<file path="src/core/vic_consts.vh">
// Constants for the vectored interrupt controller: register offsets, field positions, reset values.
// Assumes a 32-bit AXI4-Lite register bus with word-aligned byte addresses.
`ifndef VIC_CONSTS_VH
`define VIC_CONSTS_VH
`define VIC_OFF_SMR_BASE 12'h000
`define VIC_OFF_SVR_BASE 12'h080
`define VIC_OFF_IVR 12'h100
`define VIC_OFF_FVR 12'h104
`define VIC_OFF_ISR 12'h108
`define VIC_OFF_IPR 12'h10c
`define VIC_OFF_IMR 12'h110
`define VIC_OFF_CISR 12'h114
`define VIC_OFF_IECR 12'h120
`define VIC_OFF_IDCR 12'h124
`define VIC_OFF_ICCR 12'h128
`define VIC_OFF_ISCR 12'h12c
`define VIC_OFF_EOICR 12'h130
`define VIC_OFF_FFER 12'h140
`define VIC_OFF_FFDR 12'h144
`define VIC_OFF_FFSR 12'h148
`define VIC_BLK_SMR 5'h00
`define VIC_BLK_SVR 5'h01
`define VIC_TYPE_LSB 5
`define VIC_TYPE_MSB 6
`define VIC_PRIO_MSB 2
`define VIC_TYPE_EDGE_BIT 0
`define VIC_TYPE_HIGH_BIT 1
`define VIC_IDLE_LEVEL 4'h0
`define VIC_LEVEL_VALID 3
`define VIC_RESP_OKAY 2'b00
`define VIC_RESP_SLVERR 2'b10
`endif

</file>
<file path="src/core/vic_stack_mem.v">
// Nesting stack storage: one word per level, registered read data.
// Assumes the caller never pushes beyond the depth.
`timescale 1ns/1ns
`default_nettype none
module vic_stack_mem #(
  parameter DEPTH = 8,
  parameter AW = 3,
  parameter DW = 9
) (
  // Clock
  input wire clk,
  // Write port
  input wire wr_en,
  input wire [AW-1:0] wr_addr,
  input wire [DW-1:0] wr_data,
  // Read port
  input wire [AW-1:0] rd_addr,
  output reg [DW-1:0] rd_data
);
  reg [DW-1:0] mem [0:DEPTH-1];
  always @(posedge clk) begin
    if (wr_en) begin
      mem[wr_addr] <= wr_data;
    end
    rd_data <= mem[rd_addr];
  end
endmodule // vic_stack_mem
`default_nettype wire

</file>
<file path="src/core/vic_top.v">
// Vectored normal/fast interrupt controller with an AXI4-Lite register slave.
// Assumes interrupt source pins are asynchronous and synchronises them.
// Operation
// - Vector read picks highest pending enabled source
// - Vector read releases normal request line
// - Vector read clears edge-triggered current source
// - Vector read pushes level and number
// - Vector read returns selected source handler
// - Higher priority pending reasserts normal request
// - End-of-service pops stack, restoring level
// - After pop, higher than restored reasserts
// - Fast path unprioritised; priority field reads back
// - Source 0 type selects four triggers
// - Enable/disable commands drive mask bit 0
// - Fast vector read returns source 0 handler
// - Fast read clears only edge source 0
// - Redirect set/clear update redirect state
// - Redirected sources skip normal arbitration
// - Active redirected source asserts fast request
// - Redirection leaves source 0 pending alone
// - Fast read never clears redirected sources
// - Normal read never clears redirected sources
// - Source 0 stays a fast source
// - Ties go to lowest source number
// - Eight-entry nesting stack
// - Two-bit trigger type field
//
// The implementer's own choices: the register offsets and the AXI4-Lite interface to the registers.
`timescale 1ns/1ns
`default_nettype none
`include "vic_consts.vh"
module vic_top #(
  parameter NSRC = 32,
  parameter DEPTH = 8
) (
  // Clock and reset
  input wire CLK,
  input wire RSTN,
  // Interrupt sources
  input wire [NSRC-1:0] IRQ_SRC,
  // Requests to the core
  output reg NORMAL_REQ_N,
  output reg FAST_REQ_N,
  // AXI4-Lite write address
  input wire [11:0] S_AXI_AWADDR,
  input wire S_AXI_AWVALID,
  output wire S_AXI_AWREADY,
  // AXI4-Lite write data
  input wire [31:0] S_AXI_WDATA,
  input wire [3:0] S_AXI_WSTRB,
  input wire S_AXI_WVALID,
  output wire S_AXI_WREADY,
  // AXI4-Lite write response
  output reg [1:0] S_AXI_BRESP,
  output reg S_AXI_BVALID,
  input wire S_AXI_BREADY,
  // AXI4-Lite read address
  input wire [11:0] S_AXI_ARADDR,
  input wire S_AXI_ARVALID,
  output wire S_AXI_ARREADY,
  // AXI4-Lite read data
  output reg [31:0] S_AXI_RDATA,
  output reg [1:0] S_AXI_RRESP,
  output reg S_AXI_RVALID,
  input wire S_AXI_RREADY
);
  // Two-flop synchroniser; only the second stage feeds logic.
  reg [NSRC-1:0] sync1_reg;
  reg [NSRC-1:0] sync2_reg;
  reg [NSRC-1:0] prev_reg;
  always @(posedge CLK or negedge RSTN) begin
    if (!RSTN) begin
      sync1_reg <= {NSRC{1'b0}};
      sync2_reg <= {NSRC{1'b0}};
      prev_reg <= {NSRC{1'b0}};
    end else begin
      sync1_reg <= IRQ_SRC;
      sync2_reg <= sync1_reg;
      prev_reg <= sync2_reg;
    end
  end

  // Per-source configuration.
  reg [2:0] prio_reg [0:NSRC-1];
  reg [1:0] type_reg [0:NSRC-1];
  reg [31:0] svr_reg [0:NSRC-1];
  reg [NSRC-1:0] enable_reg;
  reg [NSRC-1:0] force_reg;
  reg [NSRC-1:0] edge_pend_reg;

  // Write channel capture: address and data accepted in either order.
  reg aw_full_reg;
  reg w_full_reg;
  reg [11:0] awaddr_reg;
  reg [31:0] wdata_reg;
  assign S_AXI_AWREADY = !aw_full_reg && !S_AXI_BVALID;
  assign S_AXI_WREADY = !w_full_reg && !S_AXI_BVALID;
  // Byte strobes are ignored: every register takes whole words only.
  // The commit comes one cycle after both halves are held, so the decode never reads the bus pins.
  wire wr_go = aw_full_reg && w_full_reg && !S_AXI_BVALID;
  wire [31:0] wd = wdata_reg;
  wire wr_blk_smr = wr_go && awaddr_reg[11:7] == `VIC_BLK_SMR;
  wire wr_blk_svr = wr_go && awaddr_reg[11:7] == `VIC_BLK_SVR;
  wire [4:0] wr_idx = awaddr_reg[6:2];
  wire wr_iecr = wr_go && awaddr_reg == `VIC_OFF_IECR;
  wire wr_idcr = wr_go && awaddr_reg == `VIC_OFF_IDCR;
  wire wr_iccr = wr_go && awaddr_reg == `VIC_OFF_ICCR;
  wire wr_iscr = wr_go && awaddr_reg == `VIC_OFF_ISCR;
  wire wr_eoi = wr_go && awaddr_reg == `VIC_OFF_EOICR;
  wire wr_ffer = wr_go && awaddr_reg == `VIC_OFF_FFER;
  wire wr_ffdr = wr_go && awaddr_reg == `VIC_OFF_FFDR;
  wire wr_known = wr_blk_smr || wr_blk_svr || wr_iecr || wr_idcr || wr_iccr || wr_iscr ||
                  wr_eoi || wr_ffer || wr_ffdr;

  // Read channel.
  // Read side effects act at the edge that takes the address, before the data is seen.
  assign S_AXI_ARREADY = !S_AXI_RVALID;
  wire rd_go = S_AXI_ARVALID && !S_AXI_RVALID;
  wire rd_ivr = rd_go && S_AXI_ARADDR == `VIC_OFF_IVR;
  wire rd_fvr = rd_go && S_AXI_ARADDR == `VIC_OFF_FVR;

  // Trigger detection per source: level follows the pin, edge is latched.
  wire [NSRC-1:0] active;
  wire [NSRC-1:0] is_edge;
  wire [NSRC-1:0] pending;
  genvar g;
  generate
    for (g = 0; g < NSRC; g = g + 1) begin : g_src
      wire hi = type_reg[g][`VIC_TYPE_HIGH_BIT];
      wire lvl = hi ? sync2_reg[g] : !sync2_reg[g];
      wire edg = hi ? (sync2_reg[g] && !prev_reg[g]) : (!sync2_reg[g] && prev_reg[g]);
      assign is_edge[g] = type_reg[g][`VIC_TYPE_EDGE_BIT];
      assign active[g] = is_edge[g] ? edg : lvl;
      assign pending[g] = is_edge[g] ? edge_pend_reg[g] : lvl;
    end
  endgenerate

  // Nesting state.
  reg [4:0] cur_src_reg;
  reg [3:0] cur_level_reg;
  reg [3:0] sp_reg;
  wire [8:0] top_entry;

  // Arbitration over sources 1..N-1, not redirected, enabled and pending.
  // Source 0 never competes here: it only ever drives the fast line.
  reg [4:0] win_src;
  reg [2:0] win_prio;
  reg win_valid;
  integer i;
  always @* begin
    win_src = 5'h00;
    win_prio = 3'h0;
    win_valid = 1'b0;
    for (i = NSRC - 1; i >= 1; i = i - 1) begin
      if (pending[i] && enable_reg[i] && !force_reg[i] &&
          (!win_valid || prio_reg[i] >= win_prio)) begin
        win_valid = 1'b1;
        win_prio = prio_reg[i];
        win_src = i[4:0];
      end
    end
  end
  // Idle level sits below priority 0 so any source can interrupt.
  wire [3:0] win_level = {1'b1, win_prio};
  wire irq_wanted = win_valid && (win_level > cur_level_reg);

  // Fast request: enabled source 0 plus every enabled, redirected, pending source.
  wire [NSRC-1:0] fast_terms = (pending & enable_reg & force_reg) |
                               {{(NSRC-1){1'b0}}, pending[0] & enable_reg[0]};

  // Vector read: arbitration result is taken at the read.
  // A ninth nested read still moves the level but its entry is dropped, so its pop restores the seventh.
  // A pop in the same cycle as a vector read that takes a source is lost; software keeps the two apart.
  wire ivr_take = rd_ivr && irq_wanted;
  wire stack_push = ivr_take && sp_reg < DEPTH[3:0];
  wire stack_pop = wr_eoi && sp_reg != 4'h0;

  // The stack read port is registered, so a pop must come at least two cycles after the push it undoes.
  vic_stack_mem #(
    .DEPTH(DEPTH),
    .AW(3),
    .DW(9)
  ) u_stack (
    .clk(CLK),
    .wr_en(stack_push),
    .wr_addr(sp_reg[2:0]),
    .wr_data({cur_level_reg, cur_src_reg}),
    .rd_addr(sp_reg[2:0] - 3'h1),
    .rd_data(top_entry)
  );

  // Configuration and pending state.
  // Set and clear commands only touch edge sources; a level source's pending state is its pin.
  reg [NSRC-1:0] edge_set;
  reg [NSRC-1:0] edge_clr;
  always @* begin
    edge_set = active & is_edge;
    if (wr_iscr) begin
      edge_set = edge_set | (wd[NSRC-1:0] & is_edge);
    end
    edge_clr = {NSRC{1'b0}};
    if (wr_iccr) begin
      edge_clr = wd[NSRC-1:0];
    end
    if (ivr_take && !force_reg[win_src]) begin
      edge_clr[win_src] = 1'b1;
    end
    // While any source is redirected the fast read clears nothing, so no forced edge is lost.
    if (rd_fvr && is_edge[0] && !(|force_reg)) begin
      edge_clr[0] = 1'b1;
    end
  end

  integer k;
  always @(posedge CLK or negedge RSTN) begin
    if (!RSTN) begin
      for (k = 0; k < NSRC; k = k + 1) begin
        prio_reg[k] <= 3'h0;
        type_reg[k] <= 2'h0;
        svr_reg[k] <= 32'h0000_0000;
      end
      enable_reg <= {NSRC{1'b0}};
      force_reg <= {NSRC{1'b0}};
      edge_pend_reg <= {NSRC{1'b0}};
      cur_src_reg <= 5'h00;
      cur_level_reg <= `VIC_IDLE_LEVEL;
      sp_reg <= 4'h0;
    end else begin
      // A new edge wins over a clear in the same cycle.
      edge_pend_reg <= (edge_pend_reg & ~edge_clr) | edge_set;
      if (wr_blk_smr) begin
        prio_reg[wr_idx] <= wd[`VIC_PRIO_MSB:0];
        type_reg[wr_idx] <= wd[`VIC_TYPE_MSB:`VIC_TYPE_LSB];
      end
      if (wr_blk_svr) begin
        svr_reg[wr_idx] <= wd;
      end
      if (wr_iecr) begin
        enable_reg <= enable_reg | wd[NSRC-1:0];
      end
      if (wr_idcr) begin
        enable_reg <= enable_reg & ~wd[NSRC-1:0];
      end
      if (wr_ffer) begin
        force_reg <= force_reg | (wd[NSRC-1:0] & ~{{(NSRC-1){1'b0}}, 1'b1});
      end
      if (wr_ffdr) begin
        force_reg <= force_reg & ~wd[NSRC-1:0];
      end
      if (ivr_take) begin
        cur_src_reg <= win_src;
        cur_level_reg <= win_level;
        if (stack_push) begin
          sp_reg <= sp_reg + 4'h1;
        end
      end else if (stack_pop) begin
        sp_reg <= sp_reg - 4'h1;
        cur_level_reg <= top_entry[8:5];
        cur_src_reg <= top_entry[4:0];
      end
    end
  end

  // Request outputs: registered, active low. Normal request drops on a vector read.
  // Registering both lines keeps arbitration glitches away from the core.
  always @(posedge CLK or negedge RSTN) begin
    if (!RSTN) begin
      NORMAL_REQ_N <= 1'b1;
      FAST_REQ_N <= 1'b1;
    end else begin
      NORMAL_REQ_N <= !(irq_wanted && !rd_ivr && !stack_pop);
      FAST_REQ_N <= !(|fast_terms) || (rd_fvr && is_edge[0] && !(|force_reg));
    end
  end

  // Register read mux.
  // Unmapped and write-only offsets answer with an error and have no side effect.
  reg [31:0] rdata_next;
  reg rd_hit;
  wire [4:0] rd_idx = S_AXI_ARADDR[6:2];
  always @* begin
    rdata_next = 32'h0000_0000;
    rd_hit = 1'b1;
    if (S_AXI_ARADDR[11:7] == `VIC_BLK_SMR) begin
      rdata_next = {25'h0, type_reg[rd_idx], 2'h0, prio_reg[rd_idx]};
    end else if (S_AXI_ARADDR[11:7] == `VIC_BLK_SVR) begin
      rdata_next = svr_reg[rd_idx];
    end else begin
      case (S_AXI_ARADDR)
        `VIC_OFF_IVR: rdata_next = irq_wanted ? svr_reg[win_src] : 32'h0000_0000;
        `VIC_OFF_FVR: rdata_next = svr_reg[0];
        `VIC_OFF_ISR: rdata_next = {27'h0, cur_src_reg};
        `VIC_OFF_IPR: rdata_next = pending;
        `VIC_OFF_IMR: rdata_next = enable_reg;
        `VIC_OFF_CISR: rdata_next = {30'h0, !NORMAL_REQ_N, !FAST_REQ_N};
        `VIC_OFF_FFSR: rdata_next = force_reg;
        default: rd_hit = 1'b0;
      endcase
    end
  end

  // AXI handshake state.
  // A response stands until its ready is seen; no new address is taken meanwhile.
  always @(posedge CLK or negedge RSTN) begin
    if (!RSTN) begin
      aw_full_reg <= 1'b0;
      w_full_reg <= 1'b0;
      awaddr_reg <= 12'h000;
      wdata_reg <= 32'h0000_0000;
      S_AXI_BVALID <= 1'b0;
      S_AXI_BRESP <= `VIC_RESP_OKAY;
      S_AXI_RVALID <= 1'b0;
      S_AXI_RRESP <= `VIC_RESP_OKAY;
      S_AXI_RDATA <= 32'h0000_0000;
    end else begin
      if (S_AXI_AWVALID && S_AXI_AWREADY) begin
        aw_full_reg <= 1'b1;
        awaddr_reg <= S_AXI_AWADDR;
      end
      if (S_AXI_WVALID && S_AXI_WREADY) begin
        w_full_reg <= 1'b1;
        wdata_reg <= S_AXI_WDATA;
      end
      if (wr_go) begin
        aw_full_reg <= 1'b0;
        w_full_reg <= 1'b0;
        S_AXI_BVALID <= 1'b1;
        S_AXI_BRESP <= wr_known ? `VIC_RESP_OKAY : `VIC_RESP_SLVERR;
      end else if (S_AXI_BREADY) begin
        S_AXI_BVALID <= 1'b0;
      end
      if (rd_go) begin
        S_AXI_RVALID <= 1'b1;
        S_AXI_RDATA <= rdata_next;
        S_AXI_RRESP <= rd_hit ? `VIC_RESP_OKAY : `VIC_RESP_SLVERR;
      end else if (S_AXI_RREADY) begin
        S_AXI_RVALID <= 1'b0;
      end
    end
  end
endmodule // vic_top
`default_nettype wire

</file>
<file path="config.mk">
export PLATFORM = sky130hd
export DESIGN_NAME = vic_top
export DESIGN_NICKNAME = d
export VERILOG_FILES = /design/src/core/vic_stack_mem.v /design/src/core/vic_top.v
export VERILOG_INCLUDE_DIRS = /design/src /design/src/core
export SDC_FILE = /design/constraint.sdc
export NUM_CORES = 2
export LEC_CHECK = 0
export ABC_AREA = 0
export BUFFER_PORTS_ARGS = -buffer_cell sky130_fd_sc_hd__buf_2
export CAP_MARGIN = 40
export CORE_MARGIN = 4
export CORE_UTILIZATION = 45
export CTS_BUF_LIST = sky130_fd_sc_hd__clkbuf_8
export CTS_CLUSTER_SIZE = 10
export DETAILED_ROUTE_END_ITERATION = 10
export HOLD_SLACK_MARGIN = 0.05
export PLACE_DENSITY = 0.56
export RECOVER_POWER = 25
export SYNTH_ARGS = -nofsm -noshare
export SYNTH_HDL_FRONTEND = slang
export SYNTH_SLANG_ARGS = --single-unit
</file>
<file path="constraint.sdc">
create_clock -name CLK -period 51.5 [get_ports CLK]
set_input_delay 10.3 -clock CLK [delete_from_list [all_inputs] [get_ports CLK]]
set_output_delay 10.3 -clock CLK [all_outputs]
set_load 0.05 [all_outputs]
</file>
==> metrics.json <==
{
  "leakage_nw": 41.5,
  "worstSetupPathType": "flop to flop",
  "setup_violations": 0,
  "wire_per_inst_um": 33.0,
  "violations": "max-capacitance violations, max-slew violations",
  "cts_setup_buffers": 0,
  "max-slew-margin-rel_pct": -163,
  "clockBufferDepth": 4,
  "timing.final.crit_period_ns": 47.54,
  "worst_ir_drop_vdd_mv": 0.0357,
  "crit_path_end_kind": "flop",
  "root_buffer": "sky130_fd_sc_hd__clkbuf_8",
  "final_critical_path_share_of_the_clock_period_pct": 92.3,
  "worst_path_most_repeated_cell": "sky130_fd_sc_hd__ha_1",
  "worstSkewPairLatency_ns": 1.03,
  "maxSlewViolCount": 458,
  "global_route.usage.total_pct": 32.5,
  "first_global_vias": 61811,
  "setup_tns_ns": 0,
  "antenna_left": 0,
  "ys.warnings.count": 0,
  "rsz0062_at_grt": "false",
  "critPathMaxFanout": 21,
  "swShare_pct": 34.7,
  "floorplan.rows": 156,
  "detailedRoute.firstIterationViolations": 7578,
  "place_congestion": 0.958,
  "htree_num_levels": 5,
  "fmaxAchievable_mhz": 21.0,
  "route.final.wire_length_um": 309000,
  "synth.ff_latch_count": 1554,
  "report.final.hold_viol_count": 0,
  "power.share.sequential_pct": 41.0,
  "die_height_um": 434,
  "synth_async_sr_flop_share_pct": 94.8,
  "switchingPower_mw": 1.18,
  "max_slew.worst_pin.slew_ns": 3.95,
  "run_status": "complete, but fails checks",
  "layout-drive-gt1-share_pct": 36.5,
  "cts_num_sinks": 1554,
  "cpLargestDelayFamily": "compound AO/OA/AOI/OAI gates",
  "layout.filler_cells": 15917,
  "netlist_top_cells_count": "sky130_fd_sc_hd__dfrtp_1 (1,471), sky130_fd_sc_hd__mux2_2 (1,256), sky130_fd_sc_hd__nand2_1 (558)",
  "max_cap_viol_count": 21,
  "synth.top_cell.area_share_pct": 45.0,
  "dpl.hpwl_um": 192000,
  "finalNetCount": 6951,
  "synth_cell_type_count": 120,
  "cell_with_the_largest_stage_delay_on_the_worst_path": "sky130_fd_sc_hd__a2111oi_0",
  "max_stage_delay_ns": 0.61,
  "tritoncts.num_buffers": 298,
  "die_width_um": 434,
  "power.share.clock_pct": 34.7,
  "antenna_violations_before_repair": 14,
  "holdBufCountCts": 0,
  "grt_start_max_net_pins": 162,
  "timing.hold.worst.class": "flop to flop",
  "cp.arrival_ns": 48.48,
  "yosys_most_used_dff": "sky130_fd_sc_hd__dfrtp_1",
  "syn2layout_area_growth_pct": 12.1,
  "crit_buf_inv": 7,
  "netlist.top_cell.by_area": "sky130_fd_sc_hd__dfrtp_1",
  "synth_cell_area_mm2": 0.0818,
  "io-pin-count": 142,
  "most_area_consuming_cells_after_synthesis": "sky130_fd_sc_hd__dfrtp_1 (45%), sky130_fd_sc_hd__mux2_2 (17%), sky130_fd_sc_hd__mux4_2 (11%)",
  "internal_power_mw": 2.23,
  "clk_pin_slew_worst_paths_ns": 0.06,
  "largest_register_ffs": 1024,
  "yosys.cell_count.top_type": "sky130_fd_sc_hd__dfrtp_1",
  "first_pass_iters": 8,
  "skew_ns": 0.0756,
  "die_area_mm2": 0.189,
  "floorplan.initialDensity_pct": 45.3,
  "detailroute.via_count": 62331,
  "power.combinational.fraction_pct": 24.3,
  "design.core.area_mm2": 0.181,
  "drc_errors": 0,
  "grt_first_pass_wirelength_um": 445000,
  "postSynthCellCount": 6637,
  "cts_repair_resize_count": 0,
  "grt-ovfl-total": 0,
  "cp_startpoint_kind": "flop",
  "ys_seq_area_share_pct": 47.9,
  "synth_edf_count": 72,
  "cellPowerDensity_mw_per_mm2": 37.2,
  "post_synth.cell_area_avg_um2": 12.3,
  "route.detailed.vias_per_inst": 6.66,
  "tritoncts": "built",
  "required_time_at_the_worst_slack_endpoint_ns": 52.44,
  "port-buffer-count": 135,
  "total_power_mw": 3.41
}
-- per-layer routing --
layer	routed length, µm	part of all wire (%)	up-vias	global-route usage [%]
met1	125000	40	32490	44.1
li1	-	-	25521	-
met3	27900	9.0	894	7.05
met4	18900	6.1	4	17.5
met5	156	0.051	-	0
met2	137000	44	3422	48.9
-- area by class of cell --
cell class                 instances  area [µm²]  area share (%)
antenna                            9        22.5          0.0245
clock buffer                     365        5020            5.48
clock inverter                   133         599           0.653
inverter                          94         357           0.389
multi-input combinational       4445       40400            44.0
sequential                      1554       39200            42.7
tap                             2370        2970            3.23
timing repair buffer             385        3190            3.48
-- power groups by stage --
stage / Clock (mW) / Sequential [mW] / Combinational, mW
finish: 1.18 / 1.40 / 0.828
global route: 1.26 / 1.41 / 0.870
CTS: 1.21 / 1.40 / 0.813
detailed placement: 0 / 1.42 / 0.811
global placement: 0 / 1.43 / 0.772
floorplan: 0 / 1.39 / 0.512
-- placed cells by master, fill, tap and decap left out, types with 29 or more instances in the layout --
cell type	n
sky130_fd_sc_hd__buf_2	135
sky130_fd_sc_hd__mux2i_1	57
sky130_fd_sc_hd__o31ai_1	67
sky130_fd_sc_hd__buf_4	157
sky130_fd_sc_hd__nor3_1	65
sky130_fd_sc_hd__a32oi_1	30
sky130_fd_sc_hd__nand4_1	30
sky130_fd_sc_hd__o22ai_1	300
sky130_fd_sc_hd__a32o_1	33
sky130_fd_sc_hd__inv_1	190
sky130_fd_sc_hd__mux2_2	1254
sky130_fd_sc_hd__o22a_1	34
sky130_fd_sc_hd__clkbuf_8	365
sky130_fd_sc_hd__nand3_1	66
sky130_fd_sc_hd__a221o_1	35
sky130_fd_sc_hd__o21ai_0	175
sky130_fd_sc_hd__mux4_2	388
sky130_fd_sc_hd__nand2_1	551
sky130_fd_sc_hd__o21ai_1	33
sky130_fd_sc_hd__nor2_1	367
sky130_fd_sc_hd__ha_1	73
sky130_fd_sc_hd__o221ai_1	53
sky130_fd_sc_hd__nand2b_1	53
sky130_fd_sc_hd__dfrtp_1	1464
sky130_fd_sc_hd__a21o_1	29
sky130_fd_sc_hd__edfxtp_1	72
sky130_fd_sc_hd__a21oi_1	119
sky130_fd_sc_hd__clkbuf_1	37
sky130_fd_sc_hd__a22oi_1	49
sky130_fd_sc_hd__a31oi_1	33
-- per-stage QoR --
stage	instance area (µm²)	cells	util, %	hold WS [ns]	setup WS [ns]
2_1_floorplan	81800	6638	-	0.331	9.75
3_3_place_gp	85000	8769	47.0	0.335	3.75
3_5_place_dp	86400	8847	47.8	0.335	4.00
4_1_cts	92100	9345	50.9	0.342	3.74
5_1_grt	91700	9348	50.7	0.348	0.118
6_report	91700	9355	50.8	0.333	3.96
-- path summary, 6_finish.rpt --
path,from,endpoint,slack (ns),cells past startpoint
setup / recovery,g_src[31].hi,S_AXI_RDATA[21],3.96,215
hold / removal,sync1_reg[23],sync2_reg[23],0.33,0
setup reg to reg,g_src[31].hi,S_AXI_RDATA[21],3.96,215
hold reg to reg,sync1_reg[23],sync2_reg[23],0.33,0
max in group asynchronous,RSTN,sync1_reg[13],39.08,4
min in group asynchronous,RSTN,svr_reg[750],9.32,1
-- cells by family (layout without fill, tap and decap cells) --
kind of cell,count (synthesis),in the layout,share of synthesized area [%]
buffers and inverters,639,977,3.17
muxes,1701,1701,28.7
and+or+nand+nor,1377,1377,7.64
DFF,1554,1554,47.9
other,1,11,0.00458
AOI/OAI and AO/OA,1254,1254,11.1
xor gates and xnor gates,36,36,0.385
adders and majority gates,75,75,1.15
-- worst reg2reg max path: cells and delay by family (launching register included) --
kind / cells / cell delay (ns)
AO/OA/AOI/OAI: 90 / 21.39
AND/OR/NAND/NOR: 77 / 12.01
adder cells (fa/ha/maj): 32 / 8.42
multiplexers: 8 / 3.05
buffers and inverters: 7 / 1.73
flip-flops: 1 / 0.43
XOR/XNOR: 1 / 0.38
No activity file was read; power rests on OpenSTA's default activity.
